==> src/core/pap_defines.vh <==
// Register map, field positions, reset values and clock constants of the audio port
`ifndef PAP_DEFINES_VH
`define PAP_DEFINES_VH
`define PAP_ADDR_CTRL       3'h0
`define PAP_ADDR_CLKSEL     3'h1
`define PAP_ADDR_FRAMESEL   3'h2
`define PAP_ADDR_RATESEL    3'h3
`define PAP_ADDR_STATUS     3'h4
`define PAP_CTRL_EN         0
`define PAP_CTRL_I2S        1
`define PAP_CTRL_SLAVE      2
`define PAP_CTRL_LONG       3
`define PAP_CTRL_RESTRICT   4
`define PAP_CTRL_MCLK_EN    5
`define PAP_CTRL_RESET      6'h20
`define PAP_CLKSEL_RESET    3'h4
`define PAP_CLKSEL_MAX      3'h5
`define PAP_FRAMESEL_RESET  3'h5
`define PAP_FRAMESEL_MAX    3'h5
`define PAP_RATESEL_RESET   2'h0
`define PAP_RATE_8K         2'h0
`define PAP_RATE_16K        2'h1
`define PAP_RATE_48K        2'h2
`define PAP_STAT_TXUNDER    0
`define PAP_STAT_RXOVER     1
`define PAP_STAT_DRIVING    2
`define PAP_STAT_TXSPACE    3
`define PAP_CNT_IDLE        9'h1FF
`define PAP_I2S_LAST_BIT    5'h1F
`define PAP_SYS_KHZ         64'h61A8
`define PAP_NCO_ONE         64'h1000000
`define PAP_BCLK_BASE_HZ    64'h1F400
`define PAP_FS_8K_HZ        64'h1F40
`define PAP_FS_16K_HZ       64'h3E80
`define PAP_FS_48K_HZ       64'hBB80
`define PAP_I2S_BCLK_RATIO  64'h20
`define PAP_MCLK_FS_RATIO   64'h100
`define PAP_MCLK_HZ         (`PAP_MCLK_FS_RATIO * `PAP_FS_48K_HZ)
`define PAP_TOGGLE_INC(hz)  ((`PAP_NCO_ONE * 64'h2 * (hz)) / (`PAP_SYS_KHZ * 64'h3E8))
`define PAP_TICK_INC(hz)    ((`PAP_NCO_ONE * (hz)) / (`PAP_SYS_KHZ * 64'h3E8))
`endif

==> src/core/pap_buffer.v <==
// Small valid/ready buffer for audio sample words
`timescale 1ns/1ps
module pap_buffer #(
	parameter WIDTH = 16,
	parameter PTRW  = 1
) (
	input  wire             clk_sys,
	input  wire             reset,
	input  wire             ce,
	input  wire [WIDTH-1:0] inData,
	input  wire             inValid,
	output wire             inReady,
	output wire [WIDTH-1:0] outData,
	output wire             outValid,
	input  wire             outReady
);
	localparam DEPTH = 1 << PTRW;
	reg  [WIDTH-1:0] mem [0:DEPTH-1];
	reg  [PTRW-1:0]  wrPtr_q;
	reg  [PTRW-1:0]  rdPtr_q;
	reg  [PTRW:0]    count_q;
	wire             push;
	wire             pop;

	assign inReady  = (count_q != DEPTH[PTRW:0]);
	assign outValid = (count_q != {(PTRW+1){1'b0}});
	assign outData  = mem[rdPtr_q];
	assign push     = inValid & inReady;
	assign pop      = outValid & outReady;

	always @(posedge clk_sys)
	begin
		if (reset)
		begin
			wrPtr_q <= {PTRW{1'b0}};
			rdPtr_q <= {PTRW{1'b0}};
			count_q <= {(PTRW+1){1'b0}};
		end
		else if (ce)
		begin
			if (push)
				wrPtr_q <= wrPtr_q + 1'b1;
			if (pop)
				rdPtr_q <= rdPtr_q + 1'b1;
			if (push & ~pop)
				count_q <= count_q + 1'b1;
			else if (pop & ~push)
				count_q <= count_q - 1'b1;
		end
	end

	// Storage needs no reset; it is only read while counted valid
	always @(posedge clk_sys)
	begin
		if (ce & push)
			mem[wrPtr_q] <= inData;
	end
endmodule // pap_buffer

==> src/core/pap_audio_port.v <==
// PCM / I2S serial audio port with master clock output
//
// Strobed register access and the address map were chosen for this implementation.
`timescale 1ns/1ps
`include "pap_defines.vh"
module pap_audio_port #(
	parameter SAMPLE_W = 16,
	parameter BUF_PTRW = 1,
	parameter NCO_W    = 24
) (
	input  wire                clk_sys,
	input  wire                reset,
	input  wire                ce,
	input  wire [2:0]          regAddr,
	input  wire [7:0]          regWrData,
	input  wire                regWr,
	input  wire                regRd,
	output reg  [7:0]          regRdData,
	input  wire [SAMPLE_W-1:0] txData,
	input  wire                txValid,
	output wire                txReady,
	output wire [SAMPLE_W-1:0] rxData,
	output wire                rxValid,
	input  wire                rxReady,
	input  wire                bitClkIn,
	output wire                bitClkOut,
	output wire                bitClkOe_n,
	input  wire                frameSyncPinIn,
	output wire                frameSyncPinOut,
	output wire                frameSyncPinOe_n,
	input  wire                serDataIn,
	output wire                serDataOut,
	output wire                serDataOe_n,
	output wire                audioMclk
);
	reg  [5:0]          ctrl_q;
	reg  [2:0]          clkSel_q;
	reg  [2:0]          frameSel_q;
	reg  [1:0]          rateSel_q;
	reg                 txUnder_q;
	reg                 rxOver_q;
	reg  [NCO_W-1:0]    bclkAcc_q;
	reg                 bclkGen_q;
	reg  [NCO_W-1:0]    fsAcc_q;
	reg                 fsPending_q;
	reg  [NCO_W-1:0]    mclkAcc_q;
	reg                 mclk_q;
	reg  [2:0]          pinSync_q [0:2];
	reg  [2:0]          pinStab_q;
	reg                 slaveStart_q;
	reg  [8:0]          bitCnt_q;
	reg  [8:0]          bitCnt_d;
	reg                 syncOut_q;
	reg                 dout_q;
	reg                 doutOe_n_q;
	reg  [SAMPLE_W-1:0] txShift_q;
	reg  [SAMPLE_W-1:0] rxShift_q;
	wire                en;
	wire                i2s;
	wire                limitSet;
	wire                slave;
	wire                longSync;
	wire [2:0]          effClk;
	wire [2:0]          effFrame;
	wire [1:0]          effRate;
	wire [8:0]          frameLen;
	wire [63:0]         bclkIncFull;
	wire [63:0]         fsIncFull;
	wire [63:0]         mclkIncFull;
	wire [NCO_W:0]      bclkSum;
	wire [NCO_W:0]      fsSum;
	wire [NCO_W:0]      mclkSum;
	wire [2:0]          pinStabNext;
	wire                sRise;
	wire                sFall;
	wire                syncEdge;
	wire                bRise;
	wire                bFall;
	wire                launch;
	wire                sample;
	wire                frameStart;
	wire                inData;
	wire                loadWord;
	wire                wordEnd;
	wire                syncNext;
	wire                txBufValid;
	wire [SAMPLE_W-1:0] txBufData;
	wire                txPop;
	wire                rxPush;
	wire                rxBufReady;
	wire [SAMPLE_W-1:0] rxPushData;

	function [63:0] bclkInc;
		input       isI2s;
		input [2:0] code;
		input [1:0] rate;
		begin
			bclkInc = `PAP_TOGGLE_INC(`PAP_BCLK_BASE_HZ * 64'h10);
			if (isI2s)
			begin
				case (rate)
					`PAP_RATE_8K:  bclkInc = `PAP_TOGGLE_INC(`PAP_FS_8K_HZ * `PAP_I2S_BCLK_RATIO);
					`PAP_RATE_16K: bclkInc = `PAP_TOGGLE_INC(`PAP_FS_16K_HZ * `PAP_I2S_BCLK_RATIO);
					default:       bclkInc = `PAP_TOGGLE_INC(`PAP_FS_48K_HZ * `PAP_I2S_BCLK_RATIO);
				endcase
			end
			else
			begin
				case (code)
					3'h0:    bclkInc = `PAP_TOGGLE_INC(`PAP_BCLK_BASE_HZ);
					3'h1:    bclkInc = `PAP_TOGGLE_INC(`PAP_BCLK_BASE_HZ * 64'h2);
					3'h2:    bclkInc = `PAP_TOGGLE_INC(`PAP_BCLK_BASE_HZ * 64'h4);
					3'h3:    bclkInc = `PAP_TOGGLE_INC(`PAP_BCLK_BASE_HZ * 64'h8);
					3'h5:    bclkInc = `PAP_TOGGLE_INC(`PAP_BCLK_BASE_HZ * 64'h20);
					default: bclkInc = `PAP_TOGGLE_INC(`PAP_BCLK_BASE_HZ * 64'h10);
				endcase
			end
		end
	endfunction

	function [63:0] fsInc;
		input [1:0] rate;
		begin
			case (rate)
				`PAP_RATE_8K:  fsInc = `PAP_TICK_INC(`PAP_FS_8K_HZ);
				`PAP_RATE_16K: fsInc = `PAP_TICK_INC(`PAP_FS_16K_HZ);
				default:       fsInc = `PAP_TICK_INC(`PAP_FS_48K_HZ);
			endcase
		end
	endfunction

	assign en       = ctrl_q[`PAP_CTRL_EN];
	assign i2s      = ctrl_q[`PAP_CTRL_I2S];
	assign limitSet = ctrl_q[`PAP_CTRL_RESTRICT];
	assign slave    = ctrl_q[`PAP_CTRL_SLAVE] & ~limitSet;
	assign longSync = ctrl_q[`PAP_CTRL_LONG];
	// Out-of-range clock and frame codes fall back to the reset setting; rate codes other than 8K fall back to 16K, except 48K in I2S mode without restrict
	assign effClk   = limitSet ? ((clkSel_q == `PAP_CLKSEL_MAX) ? `PAP_CLKSEL_MAX
	                  : `PAP_CLKSEL_RESET)
	                  : ((clkSel_q > `PAP_CLKSEL_MAX) ? `PAP_CLKSEL_RESET : clkSel_q);
	assign effFrame = (limitSet | (frameSel_q > `PAP_FRAMESEL_MAX)) ? `PAP_FRAMESEL_MAX
	                  : frameSel_q;
	assign effRate  = (rateSel_q == `PAP_RATE_8K) ? `PAP_RATE_8K
	                  : ((i2s & ~limitSet & (rateSel_q == `PAP_RATE_48K)) ? `PAP_RATE_48K
	                  : `PAP_RATE_16K);
	assign frameLen = 9'h8 << effFrame;

	// Master bit clock, frame tick and master clock from phase accumulators
	assign bclkIncFull = bclkInc(i2s, effClk, effRate);
	assign fsIncFull   = fsInc(effRate);
	assign mclkIncFull = `PAP_TOGGLE_INC(`PAP_MCLK_HZ);
	assign bclkSum     = {1'b0, bclkAcc_q} + {1'b0, bclkIncFull[NCO_W-1:0]};
	assign fsSum       = {1'b0, fsAcc_q} + {1'b0, fsIncFull[NCO_W-1:0]};
	assign mclkSum     = {1'b0, mclkAcc_q} + {1'b0, mclkIncFull[NCO_W-1:0]};

	// Pin inputs: three flops, a change counts once stages two and three agree
	genvar g;
	generate
		for (g = 0; g < 3; g = g + 1)
		begin : gPin
			assign pinStabNext[g] = (pinSync_q[g][1] == pinSync_q[g][2]) ?
			                        pinSync_q[g][2] : pinStab_q[g];
		end
	endgenerate

	assign sRise    = pinStabNext[0] & ~pinStab_q[0];
	assign sFall    = ~pinStabNext[0] & pinStab_q[0];
	// PCM frames start on a sync rise, I2S frames on the left-channel fall
	assign syncEdge = i2s ? (~pinStabNext[1] & pinStab_q[1]) : (pinStabNext[1] & ~pinStab_q[1]);
	assign bRise    = slave ? sRise : (bclkSum[NCO_W] & ~bclkGen_q);
	assign bFall    = slave ? sFall : (bclkSum[NCO_W] & bclkGen_q);
	assign launch   = en & (i2s ? bFall : bRise);
	assign sample   = en & (i2s ? bRise : bFall);

	assign frameStart = slave ? slaveStart_q
	                    : (i2s ? (bitCnt_q[4:0] == `PAP_I2S_LAST_BIT) : fsPending_q);
	// PCM data follows the first sync bit; I2S data sits one bit after word select
	assign inData   = i2s | ((bitCnt_q >= 9'h1) & (bitCnt_q <= SAMPLE_W));
	assign loadWord = i2s ? (bitCnt_d[3:0] == 4'h1) : (bitCnt_d == 9'h1);
	assign wordEnd  = i2s ? (bitCnt_q[3:0] == 4'h0) : (bitCnt_q == SAMPLE_W);

	always @*
	begin
		bitCnt_d = bitCnt_q;
		if (frameStart)
			bitCnt_d = slave ? 9'h1 : 9'h0;
		else if (i2s)
			bitCnt_d = {4'h0, bitCnt_q[4:0] + 5'h1};
		else if (bitCnt_q != `PAP_CNT_IDLE)
			bitCnt_d = bitCnt_q + 9'h1;
	end

	assign syncNext = i2s ? bitCnt_d[4]
	                  : (longSync ? (bitCnt_d < (frameLen >> 1)) : (bitCnt_d == 9'h0));

	assign txPop      = launch & loadWord;
	assign rxPush     = sample & inData & wordEnd;
	assign rxPushData = {rxShift_q[SAMPLE_W-2:0], pinStab_q[2]};

	always @(posedge clk_sys)
	begin
		if (reset)
		begin
			ctrl_q     <= `PAP_CTRL_RESET;
			clkSel_q   <= `PAP_CLKSEL_RESET;
			frameSel_q <= `PAP_FRAMESEL_RESET;
			rateSel_q  <= `PAP_RATESEL_RESET;
			txUnder_q  <= 1'b0;
			rxOver_q   <= 1'b0;
			regRdData  <= 8'h00;
		end
		else if (ce)
		begin
			regRdData <= 8'h00;
			if (regWr)
			begin
				case (regAddr)
					`PAP_ADDR_CTRL:     ctrl_q <= regWrData[5:0];
					`PAP_ADDR_CLKSEL:   clkSel_q <= regWrData[2:0];
					`PAP_ADDR_FRAMESEL: frameSel_q <= regWrData[2:0];
					`PAP_ADDR_RATESEL:  rateSel_q <= regWrData[1:0];
					default:            ;
				endcase
			end
			if (regRd)
			begin
				case (regAddr)
					`PAP_ADDR_CTRL:     regRdData <= {2'h0, ctrl_q};
					`PAP_ADDR_CLKSEL:   regRdData <= {5'h00, clkSel_q};
					`PAP_ADDR_FRAMESEL: regRdData <= {5'h00, frameSel_q};
					`PAP_ADDR_RATESEL:  regRdData <= {6'h00, rateSel_q};
					`PAP_ADDR_STATUS:   regRdData <= {4'h0, txReady, ~doutOe_n_q, rxOver_q,
					                                  txUnder_q};
					default:            regRdData <= 8'h00;
				endcase
			end
			// Write one clears; a new event in the same cycle wins
			if (regWr & (regAddr == `PAP_ADDR_STATUS) & regWrData[`PAP_STAT_TXUNDER])
				txUnder_q <= 1'b0;
			if (regWr & (regAddr == `PAP_ADDR_STATUS) & regWrData[`PAP_STAT_RXOVER])
				rxOver_q <= 1'b0;
			if (txPop & ~txBufValid)
				txUnder_q <= 1'b1;
			if (rxPush & ~rxBufReady)
				rxOver_q <= 1'b1;
		end
	end

	integer i;
	always @(posedge clk_sys)
	begin
		if (reset)
		begin
			for (i = 0; i < 3; i = i + 1)
				pinSync_q[i] <= 3'h0;
			pinStab_q <= 3'h0;
			bclkAcc_q <= {NCO_W{1'b0}};
			bclkGen_q <= 1'b0;
			fsAcc_q   <= {NCO_W{1'b0}};
			fsPending_q <= 1'b0;
			mclkAcc_q <= {NCO_W{1'b0}};
			mclk_q    <= 1'b0;
		end
		else if (ce)
		begin
			pinSync_q[0] <= {pinSync_q[0][1:0], bitClkIn};
			pinSync_q[1] <= {pinSync_q[1][1:0], frameSyncPinIn};
			pinSync_q[2] <= {pinSync_q[2][1:0], serDataIn};
			pinStab_q    <= pinStabNext;
			// Master bit clock and frame tick rest low while the port is off
			if (en & ~slave)
			begin
				bclkAcc_q <= bclkSum[NCO_W-1:0];
				if (bclkSum[NCO_W])
					bclkGen_q <= ~bclkGen_q;
				fsAcc_q <= fsSum[NCO_W-1:0];
			end
			else
			begin
				bclkAcc_q <= {NCO_W{1'b0}};
				bclkGen_q <= 1'b0;
				fsAcc_q   <= {NCO_W{1'b0}};
			end
			if (launch & frameStart & ~slave)
				fsPending_q <= 1'b0;
			if (en & ~slave & ~i2s & fsSum[NCO_W])
				fsPending_q <= 1'b1;
			else if (~en)
				fsPending_q <= 1'b0;
			// Accumulator steps are uneven at this rate; the truncated increment leaves the mean frequency slightly low
			if (ctrl_q[`PAP_CTRL_MCLK_EN])
			begin
				mclkAcc_q <= mclkSum[NCO_W-1:0];
				if (mclkSum[NCO_W])
					mclk_q <= ~mclk_q;
			end
			else
			begin
				mclkAcc_q <= {NCO_W{1'b0}};
				mclk_q    <= 1'b0;
			end
		end
	end

	always @(posedge clk_sys)
	begin
		if (reset)
		begin
			slaveStart_q <= 1'b0;
			bitCnt_q     <= `PAP_CNT_IDLE;
			syncOut_q    <= 1'b0;
			dout_q       <= 1'b0;
			doutOe_n_q   <= 1'b1;
			txShift_q    <= {SAMPLE_W{1'b0}};
			rxShift_q    <= {SAMPLE_W{1'b0}};
		end
		else if (ce)
		begin
			if (~en)
			begin
				slaveStart_q <= 1'b0;
				bitCnt_q     <= `PAP_CNT_IDLE;
				syncOut_q    <= 1'b0;
				doutOe_n_q   <= 1'b1;
			end
			else
			begin
				if (slave & syncEdge)
					slaveStart_q <= 1'b1;
				else if (launch)
					slaveStart_q <= 1'b0;
				if (launch)
				begin
					bitCnt_q  <= bitCnt_d;
					syncOut_q <= syncNext;
				end
				if (launch & (i2s | ((bitCnt_d >= 9'h1) & (bitCnt_d <= SAMPLE_W))))
				begin
					doutOe_n_q <= 1'b0;
					if (txPop)
					begin
						dout_q    <= txBufValid ? txBufData[SAMPLE_W-1] : 1'b0;
						txShift_q <= txBufValid ? {txBufData[SAMPLE_W-2:0], 1'b0}
						             : {SAMPLE_W{1'b0}};
					end
					else
					begin
						dout_q    <= txShift_q[SAMPLE_W-1];
						txShift_q <= {txShift_q[SAMPLE_W-2:0], 1'b0};
					end
				end
				if (sample & inData)
					rxShift_q <= rxPushData;
				// PCM gives the line back at the sampling edge of its last bit
				if (sample & ~i2s & (bitCnt_q == SAMPLE_W))
					doutOe_n_q <= 1'b1;
			end
		end
	end

	// Loads look one count ahead, so pop uses the count being entered
	pap_buffer #(
		.WIDTH (SAMPLE_W),
		.PTRW  (BUF_PTRW)
	) uTxBuf (
		.clk_sys  (clk_sys),
		.reset    (reset),
		.ce       (ce),
		.inData   (txData),
		.inValid  (txValid),
		.inReady  (txReady),
		.outData  (txBufData),
		.outValid (txBufValid),
		.outReady (txPop)
	);

	pap_buffer #(
		.WIDTH (SAMPLE_W),
		.PTRW  (BUF_PTRW)
	) uRxBuf (
		.clk_sys  (clk_sys),
		.reset    (reset),
		.ce       (ce),
		.inData   (rxPushData),
		.inValid  (rxPush),
		.inReady  (rxBufReady),
		.outData  (rxData),
		.outValid (rxValid),
		.outReady (rxReady)
	);

	assign bitClkOut        = bclkGen_q;
	assign bitClkOe_n       = ~(en & ~slave);
	assign frameSyncPinOut  = syncOut_q;
	assign frameSyncPinOe_n = ~(en & ~slave);
	assign serDataOut       = dout_q;
	assign serDataOe_n      = doutOe_n_q;
	assign audioMclk        = mclk_q;
endmodule // pap_audio_port

==> config.mk <==
export PLATFORM = sky130hd
export DESIGN_NAME = pap_audio_port
export DESIGN_NICKNAME = d
export VERILOG_FILES = /design/src/core/pap_buffer.v /design/src/core/pap_audio_port.v
export VERILOG_INCLUDE_DIRS = /design/src /design/src/core
export SDC_FILE = /design/constraint.sdc
export NUM_CORES = 1
export LEC_CHECK = 0
export ABC_AREA = 1
export BUFFER_PORTS_ARGS = -buffer_cell sky130_fd_sc_hd__buf_2
export CORE_MARGIN = 4
export CORE_UTILIZATION = 60
export CTS_BUF_LIST = sky130_fd_sc_hd__clkbuf_2 sky130_fd_sc_hd__clkbuf_4 sky130_fd_sc_hd__clkbuf_8
export DETAILED_ROUTE_END_ITERATION = 10
export MAX_ROUTING_LAYER = met4
export PLACE_DENSITY_LB_ADDON = 0.05
export SLEW_MARGIN = 25
export SYNTH_ARGS = -nofsm -noshare
export SYNTH_HDL_FRONTEND = slang
export SYNTH_HIERARCHICAL = 1
export SYNTH_SLANG_ARGS = --single-unit
==> constraint.sdc <==
create_clock -name clk_sys -period 12.2 [get_ports clk_sys]
set_input_delay 3.66 -clock clk_sys [delete_from_list [all_inputs] [get_ports clk_sys]]
set_output_delay 3.66 -clock clk_sys [all_outputs]
set_load 0.01 [all_outputs]
Word-level counts from Yosys, hierarchy flattened --
Memories as Yosys holds them, arrays and structs flattened. A register that Yosys moved wholly into a read port is not among the register bits. Cells that the tools add are included.
Cells by class: $add $sub $neg 13, order comparisons 7, equality and inequality tests 27, shift-type cells 1, multiplexer cells 77, bitwise logic cells 63, reduce and logical (&&, ||, !) cells 33
Operator list (number):
- case mux 23 bit (5 select lines) | 1
- 2-to-1 mux 24 bit | 4
- adder 24 x 24 -> 25 bit | 2
- 2-to-1 mux 1 bit | 49
- 2-to-1 mux 9 bit | 5
- case mux 21 bit (2 select lines) | 1
- bitwise AND 1 bit | 40
- 2-to-1 mux 16 bit | 2
- case mux 15 bit (2 select lines) | 1
- case mux 6 bit (5 select lines) | 1
- AND reduction 2 bit | 15
- adder 24 x 24 -> 25 bit, second input constant | 1
- >= comparator 9 x 1 -> 1 bit, second input constant | 2
- <= comparator 9 x 5 -> 1 bit, second input constant | 2
- 2-to-1 mux 3 bit | 6
- AND reduction 3 bit | 6
- NOT 1 bit | 17
- equality test 3 x 2 -> 1 bit, second input constant | 4
- 2-to-1 mux 2 bit | 6
- nonzero test 2 bit | 6
- adder 9 x 1 -> 9 bit, second input constant | 1
- equality test 3 bit, second input constant | 3
- equality test 9 x 1 -> 1 bit, second input constant | 1
- equality test 9 x 5 -> 1 bit, second input constant | 1
- other kinds (23) | 44
Storage, ports and cells: register bits after elaboration 154, memory bits (writable) 73, output and inout port bits 33, word-level logic and storage cells 252, memories kept 3
Memory list:
- uRxBuf.mem | depth 2, bits a word 16, read ports 1, clocked after memory_dff 1, write ports 1, line pap_buffer.v:18 | reg [WIDTH-1:0] mem [0:DEPTH-1];
- uTxBuf.mem | depth 2, bits a word 16, read ports 1, clocked after memory_dff 1, write ports 1, line pap_buffer.v:18
- pinSync_q | depth 3, bits a word 3, read ports 3, clocked after memory_dff 0, write ports 3, line pap_audio_port.v:48 | reg [2:0] pinSync_q [0:2];

Depth between registers and ports, before layout --
Gate-level depths: netlist of the first run.
depth in word-level cells 20, depth in mapped cells 31

Cells and area by module --
Netlist of the first run, hierarchy kept.
By module, submodules not included:
- pap_audio_port | times used 1, cells each 1369, area an instance 9168.8 sq um, sequential area each 3113.0 sq um
- pap_buffer | times used 2, cells each 91, area an instance 1471.4 sq um, sequential area each 1061.0 sq um

Worst setup path before layout of the first run --
OpenSTA, ideal clock, no wires.
path kind input -> register, from input port ce, to register fsAcc_q[20], setup time 0.078 ns, arrival time 4.842 ns, slack 7.280 ns, cell stages on the path 6, buffers on the path 1, cells stage by stage nor2_1 -> inv_1 -> nand2_1 -> inv_1 -> clkbuf_1 -> nor3_1
RTL lines:
- from (decl) | line pap_audio_port.v:13 | input wire ce,
- to (signal assigned) | line pap_audio_port.v:259 | fsAcc_q <= {NCO_W{1'b0}};
- to (signal assigned) | line pap_audio_port.v:276 | fsAcc_q <= fsSum[NCO_W-1:0];
- to (signal assigned) | line pap_audio_port.v:282 | fsAcc_q <= {NCO_W{1'b0}};
- to (decl) | line pap_audio_port.v:44 | reg [NCO_W-1:0] fsAcc_q;

==> metrics.csv, run 1 <==
stage;metric;value;unit
clocking;CTS tree;done;
routing;final WL;26.79;mm
clocking;setup repair bufs after CTS;0;
timing;RSZ-0062 raised after global routing;no;
synthesis;area leader, netlist;dfxtp_1;
timing;minimum clock period;6.080;ns
cells_and_area;Post-layout nets;1706;
synthesis;top-count cell post-synth;nand2_1;
min_path;Hold Crit Class;reg -> reg;
critical_path;worst setup path class;in -> reg;
critical_path;Reg-to-Reg Start;ctrl_q[1]$_SDFFE_PP0P_;
clocking;Worst-Skew Late Latency;0.53;ns
critical_path;worst path cell trace;buf_2 > buf_4 > clkinv_1 > nand2_1 > nor2_1 > buf_4 > inv_1 > nor3_1 > nand2_1 > o21ai_0;
synthesis;multiplexer area fraction after synthesis;3.595;%
timing;Fin Clk Skew;0.01393;ns
run;max_cap viols;0;
synthesis;Post-Syn Area;0.01211;mm²
critical_path;reg-to-reg endpoint;uTxBuf/count_q[1]$_SDFFE_PP0P_;
timing;setup TNS;0;ns
min_path;hold worst-path end;uRxBuf/mem[1][15]$_DFFE_PP_;
pwr;Power Density;121.3;mW/mm²
critical_path;Startpoint Class;input port;
clocking;CTS Sinks;225;
cells_and_area;share of cells above drive strength 1;13.08;%
floorplan;Die Span X;150.1;µm
timing;Max Clock Freq;0.1645;GHz
grt;Total GRT Usage;24.68;%
critical_path;register-to-register setup slack;6.76;ns
floorplan;die height;150.1;µm
routing;via count;10220;
synthesis;Synth top area share;25.12;%
critical_path;Crit Path Max Fanout;51;
floorplan;die area;0.02252;mm²
routing;DRT iter0 DRCs;702;
timing;Final WS setup;6.120;ns
timing;Hold Violations, Final;0;
cells_and_area;Layout Utilization;67.95;%
timing;final worst-path cycle share;49.83;%
clocking;Hold Buf Count CTS;0;
synthesis;Post-Synth Simple-Gate Area;26.15;%
synthesis;syn avg cell area;7.809;µm²
routing;DRC;0;
floorplan;# IOs;70;
synthesis;top post-synthesis cells by area;dfxtp_1, edfxtp_1, nand2_1;
critical_path;critical path's largest stage delay;0.86;ns
synthesis;Async SR Flop Fraction;0;%
critical_path;CP Data Arrival Time;6.49;ns
critical_path;Critical Path RT;12.61;ns
clocking;clk root buf;clkbuf_8;
routing;drt via density;5.351;
synthesis;Synth Area in Compound Gates;12.71;%
synthesis;post-synthesis xor/xnor area fraction;0.7231;%
grt;vias in the first global route;9470;
placed_design;RD Place Congestion;0.8919;
synthesis;share of the yosys chip area belonging to registers;43.22;%
critical_path;kind of end point of the critical path;flip-flop;
synthesis;largest family of logic cells by synthesized area;simple AND/OR/NAND/NOR gates;
synthesis;EDFF count, synth;73;
min_path;hold_sp;rxShift_q[14]$_SDFFE_PP0P_;
pwr;VDD IR-drop max;0.00009381;V
grt;initial antenna violation count;1;
routing;drt first pass iters;6;
grt;grt ovf;0;
placed_design;Setup Slack @ Placement;5.618;ns
placed_design;IO Port Bufs;65;
clocking;Max clock buf depth;3;
critical_path;R2R depth;25;
routing;routed len/inst;14.02;µm
synthesis;Synth cell types;60;
floorplan;Initial Util;61.62;%
floorplan;core area;0.01965;mm²
clocking;CTS H-tree depth;2;
timing;final setup violation count;0;
clocking;Num CTS Buffers;38;
cells_and_area;Synth-to-Final Area Change;10.27;%
timing;Max-slew headroom;27.46;%
placed_design;hpwl dp;18.65;mm
synthesis;Gate Count Post-Synth;1551;
floorplan;cell row count;51;
critical_path;Slowest cell on crit path;clkinv_1;
clocking;Resize count post-CTS;0;
grt;first-pass GRT wire length;44.72;mm
grt;largest net degree at the start of global routing;52;
synthesis;Post-synth top flop;dfxtp_1;
pwr;P_leak;5.976;nW
timing;worst-margin pin slew;1.078;ns
timing;final count of pins violating max slew;0;
synthesis;Adder-Cell Fraction of Synth Area;5.124;%
synthesis;Synth Warn #;6;
synthesis;FF+latch count, synth;225;
outcome;status;complete, no violations;
min_path;WHS Path Cells;0;
synthesis;synth cell count leaders;nand2_1, inv_1, dfxtp_1;
routing;ANT nets after route;0;
clocking;Worst-path clk slew;0.06;ns
==> flip-flops by register name, summed over array words and instances, names as in the netlist, 2 cells and up, named ones only <==
signal,count
fsAcc_q,24
uTxBuf/count_q,2
frameSel_q,3
pinSync_q,9
bclkAcc_q,24
regRdData,6
mclkAcc_q,23
uTxBuf/mem,32
clkSel_q,3
ctrl_q,6
rxShift_q,15
txShift_q,15
uRxBuf/count_q,2
bitCnt_q,9
pinStab_q,3
uRxBuf/mem,32
rateSel_q,2
==> where the power goes <==
part	total, mW	switching (mW)	internal [mW]
Combinational	0.126	0.0846	0.0419
Clock	0.695	0.297	0.398
Sequential	0.798	0.0102	0.788
==> metrics by stage <==
step	cell area, µm²	instances	hold WS, ns	power, mW
after floorplan	12120	1552	0.4259	0.9040
after global placement	12570	1845	0.4343	0.9367
after detailed placement	12570	1845	0.4366	0.9396
after CTS	13350	1909	0.4570	1.634
after global routing	13360	1910	0.4790	1.694
final	13360	1910	0.4555	1.620
==> area by class of cell <==
| cell class | instances | area [µm²] |
|---|---|---|
| fill | 1729 | 6299 |
| antenna | 1 | 2.502 |
| sequential | 225 | 5235 |
| multi-input combinational | 1078 | 5859 |
| tap | 265 | 331.6 |
| clock buffer | 60 | 725.7 |
| clock inverter | 4 | 53.80 |
| inverter | 205 | 769.5 |
| timing repair buffer | 72 | 377.9 |
==> placed cells by master, fill, tap and decap left out, types with 4 or more instances in the layout <==
cell type  instances
o21ai_0           94
nor4_1             5
nand4_1           23
o21bai_1           8
nor2_1           136
xor2_1             8
o211ai_1           5
inv_1            194
clkbuf_4          16
mux2_2            12
nor2_4             6
nand3b_1          16
inv_2              8
o22ai_1           14
or2_2              5
buf_2             65
nor3_1            32
a221oi_1           4
nand3_2            5
mux2_4            20
a21oi_1          113
a22o_1             4
nor2_2             8
dfxtp_1          152
edfxtp_1          73
a31oi_1            9
buf_4              7
ha_1              48
nand2_1          368
nand3_1           91
clkbuf_8          44
==> cells by family after synthesis <==
logic type               Yosys count
AO/OA/AOI/OAI                    274
adder cells (fa/ha/maj)           49
multiplexers                      32
buffers and inverters            249
other                              1
XOR/XNOR                          10
flip-flops                       225
AND/OR/NAND/NOR                  711
==> how the worst max path moves through the flow <==
stage / startpoint / depth (start not counted) / slack [ns] / end
finish: reset / 10 / 6.12 / fsPending_q$_SDFFE_PP0P_
global route: reset / 10 / 5.84 / fsPending_q$_SDFFE_PP0P_
CTS: reset / 10 / 6.17 / fsPending_q$_SDFFE_PP0P_
detailed placement: reset / 10 / 5.62 / fsPending_q$_SDFFE_PP0P_
global placement: reset / 10 / 5.65 / fsPending_q$_SDFFE_PP0P_
floorplan: ce / 6 / 7.28 / fsAcc_q[20]$_SDFFE_PP0P_
==> metal layers <==
metal / global-route usage [%] / wire (µm) / vias to the layer above
li1: - / - / 5317
met1: 34.66 / 13230 / 4641
met2: 37.71 / 11770 / 221
met3: 3.240 / 1272 / 41
met4: 7.045 / 519 / 0
met5: - / 0 / -
==> worst max-delay path, delay by kind of cell <==
kind            cells  cell delay, ns
simple gates        4            0.60
compound gates      1            0.09
buf+inv             5            2.11
No activity file was read; power rests on OpenSTA's default activity.
==> inputs of run 2 (changes only) <==
- clock period: 12.2 -> 5.7 ns (I/O delays scaled with it)
==> run 2 against run 1 <==
Cell count rose by 0.52%. Total power is 120% higher. Sequential power grew 110%. Utilization grew 0.32 points. Count of clock-buffer cells in the layout decreased by 7. Sequential share of layout area decreased by 0.19 points. Via count up 2.4%. Register-to-register slack worse by 5.7 ns. Global-route usage increased by 0.52 points. Non-clock buffer count up 6. Worst hold slack gained 0.0011 ns. Routed wire length up 1.5%. Highest routed layer unchanged.
==> metrics.csv, run 2 (synthesis gave the netlist of run 1 again) <==
stage;metric;value;unit;change
clocking;setup repair bufs after CTS;0;;unchanged
routing;DRT iter0 DRCs;816;;+16%
cells_and_area;Synth-to-Final Area Change;10.80;%;
grt;grt ovf;0;;unchanged
grt;initial antenna violation count;1;;unchanged
critical_path;CP Data Arrival Time;5.14;ns;-1.35 ns
cells_and_area;Post-layout nets;1712;;+0.35%
min_path;hold_sp;bclkAcc_q[13]$_SDFFE_PP0P_;;
routing;met2 WL;12.36;mm;+5.1%
clocking;clk root buf;clkbuf_8;;
timing;Final WS setup;1.050;ns;-5.070 ns
grt;Total GRT Usage;25.20;%;+0.52 points
clocking;Max clock buf depth;3;;unchanged
cells_and_area;Layout Utilization;68.28;%;+0.32 points
placed_design;RD Place Congestion;0.8623;;-3.3%
run;max_cap viols;0;;unchanged
critical_path;Startpoint Class;flip-flop;;
floorplan;# IOs;70;;unchanged
placed_design;Setup Slack @ Placement;1.081;ns;-4.537 ns
cells_and_area;Post-Layout Cell Count;1920;;+0.52%
critical_path;Buf/Inv on CP;6;;+1
routing;via count;10467;;+2.4%
floorplan;die height;150.1;µm;unchanged
routing;top routing layer used;met4;;
critical_path;Slowest cell on crit path;dfxtp_1;;
cells_and_area;commonest cells after routing, fill and taps aside;nand2_1, inv_1, dfxtp_1;;
cells_and_area;Top Registers;uRxBuf/mem: 32 flops, uTxBuf/mem: 32 flops;;
timing;Max-slew headroom;25.83;%;-1.6 points
timing;Hold Violations, Final;0;;unchanged
outcome;status;complete, no violations;;
floorplan;die area;0.02252;mm²;unchanged
critical_path;Reg-to-Reg Start;ctrl_q[4]$_SDFFE_PP0P_;;
grt;first-pass GRT wire length;45.84;mm;+2.5%
routing;DRC;0;;unchanged
cells_and_area;commonest non-fill, non-tap cell in the layout;nand2_1;;
cells_and_area;filler cell count;1710;;-1.1%
critical_path;critical path's largest stage delay;0.37;ns;-0.49 ns
clocking;Resize count post-CTS;0;;unchanged
grt;largest net degree at the start of global routing;51;;-1.9%
routing;final WL;27.20;mm;+1.5%
critical_path;kind of end point of the critical path;flip-flop;;
placed_design;IO Port Bufs;65;;unchanged
critical_path;worst setup path class;reg -> reg;;
clocking;Worst-path clk slew;0.06;ns;about the same
placed_design;hpwl dp;19.17;mm;+2.8%
critical_path;Critical Path RT;6.19;ns;-6.42 ns
critical_path;Crit. Startpoint;ctrl_q[4]$_SDFFE_PP0P_;;
timing;worst-margin pin slew;1.102;ns;+0.02416 ns
timing;final setup violation count;0;;unchanged
clocking;CTS Sinks;225;;unchanged
pwr;Power Density;260.0;mW/mm²;+110%
critical_path;Crit Path Max Fanout;17;;-67%
floorplan;cell row count;51;;unchanged
clocking;Num CTS Buffers;38;;unchanged
routing;M1 wire length;12.50;mm;-5.5%
timing;final worst-path cycle share;81.57;%;
critical_path;Most common cell on crit path;nand2_1;;
routing;ANT nets after route;0;;unchanged
floorplan;core area;0.01965;mm²;unchanged
pwr;Pwr Total;3.488;mW;+120%
routing;met3 routed WL;1.777;mm;+40%
floorplan;Initial Util;61.62;%;unchanged
pwr;NetSw;0.8628;mW;+120%
pwr;P_leak;6.010;nW;+0.58%
placed_design;placed cell count;1851;;+0.33%
pwr;Sw Share;24.73;%;+0.54 points
routing;drt first pass iters;5;;-1
clocking;Hold Buf Count CTS;0;;unchanged
floorplan;Die Span X;150.1;µm;unchanged
timing;setup TNS;0;ns;unchanged
timing;minimum clock period;4.650;ns;
pwr;P_int;2.626;mW;+110%
timing;final count of pins violating max slew;0;;unchanged
clocking;CTS H-tree depth;2;;unchanged
timing;Max Clock Freq;0.2151;GHz;
pwr;Clk pwr share;43.1;%;+0.2 points
routing;drt via density;5.452;;+1.9%
pwr;Combinational Power Share;7.9;%;about the same
timing;Fin Clk Skew;0.03493;ns;+0.02101 ns
cells_and_area;share of cells above drive strength 1;13.24;%;+0.16 points
timing;RSZ-0062 raised after global routing;no;;
min_path;Hold Crit Class;reg -> reg;;
routing;routed len/inst;14.16;µm;+1.0%
clocking;Worst-Skew Late Latency;0.56;ns;+0.03 ns
clocking;CTS tree;done;;
pwr;VDD IR-drop max;0.0001962;V;+110%
pwr;sequential share of power;49.0;%;-0.3 points
grt;vias in the first global route;9767;;+3.1%
critical_path;Top delay family on crit path;simple AND/OR/NAND/NOR gates;;
run 2: path summary, 6_finish.rpt:
kind / to / slack (ns) / cells past startpoint
max: uTxBuf/count_q[1]$_SDFFE_PP0P_ / 1.05 / 29
min: bclkAcc_q[13]$_SDFFE_PP0P_ / 0.46 / 2
max reg2reg: uTxBuf/count_q[1]$_SDFFE_PP0P_ / 1.05 / 29
min reg2reg: bclkAcc_q[13]$_SDFFE_PP0P_ / 0.46 / 2
run 2: worst reg2reg max path, delay by kind of cell (launching register included):
family          cells  cell delay (ns)
compound gates      3             0.60
flops               1             0.37
fa+ha+maj           2             0.50
simple gates       18             2.44
buf+inv             6             0.70
run 2: metal layers:
layer  GRT usage, %  vias to the layer above
met3          3.876                       53
met4          7.136                        0
met1          34.44                     4797
met2          39.22                      290
li1               -                     5327
met5              -                        -
run 2: layout make-up:
type	count	area, µm²	area share [%]
Clock buffer	53	660.6	4.923
Tap cell	265	331.6	2.471
Antenna cell	1	2.502	0.01865
Inverter	205	769.5	5.734
Sequential cell	225	5235	39.01
Clock inverter	15	137.6	1.026
Multi-Input combinational cell	1078	5859	43.66
Timing Repair Buffer	78	422.9	3.152
run 2: through the flow:
stage	hold WS [ns]	instance area [µm²]
after floorplan	0.4259	12120
after global placement	0.4365	12620
after detailed placement	0.4470	12620
after CTS	0.4607	13420
after global routing	0.4832	13420
final	0.4566	13420
run 2: power by group through the flow:
stage / Clock, mW / Combinational [mW] / Sequential (mW)
5_1_grt: 1.62 / 0.315 / 1.71
3_5_place_dp: 0 / 0.273 / 1.74
2_1_floorplan: 0 / 0.197 / 1.74
4_1_cts: 1.54 / 0.275 / 1.71
6_report: 1.50 / 0.276 / 1.71
3_3_place_gp: 0 / 0.265 / 1.74
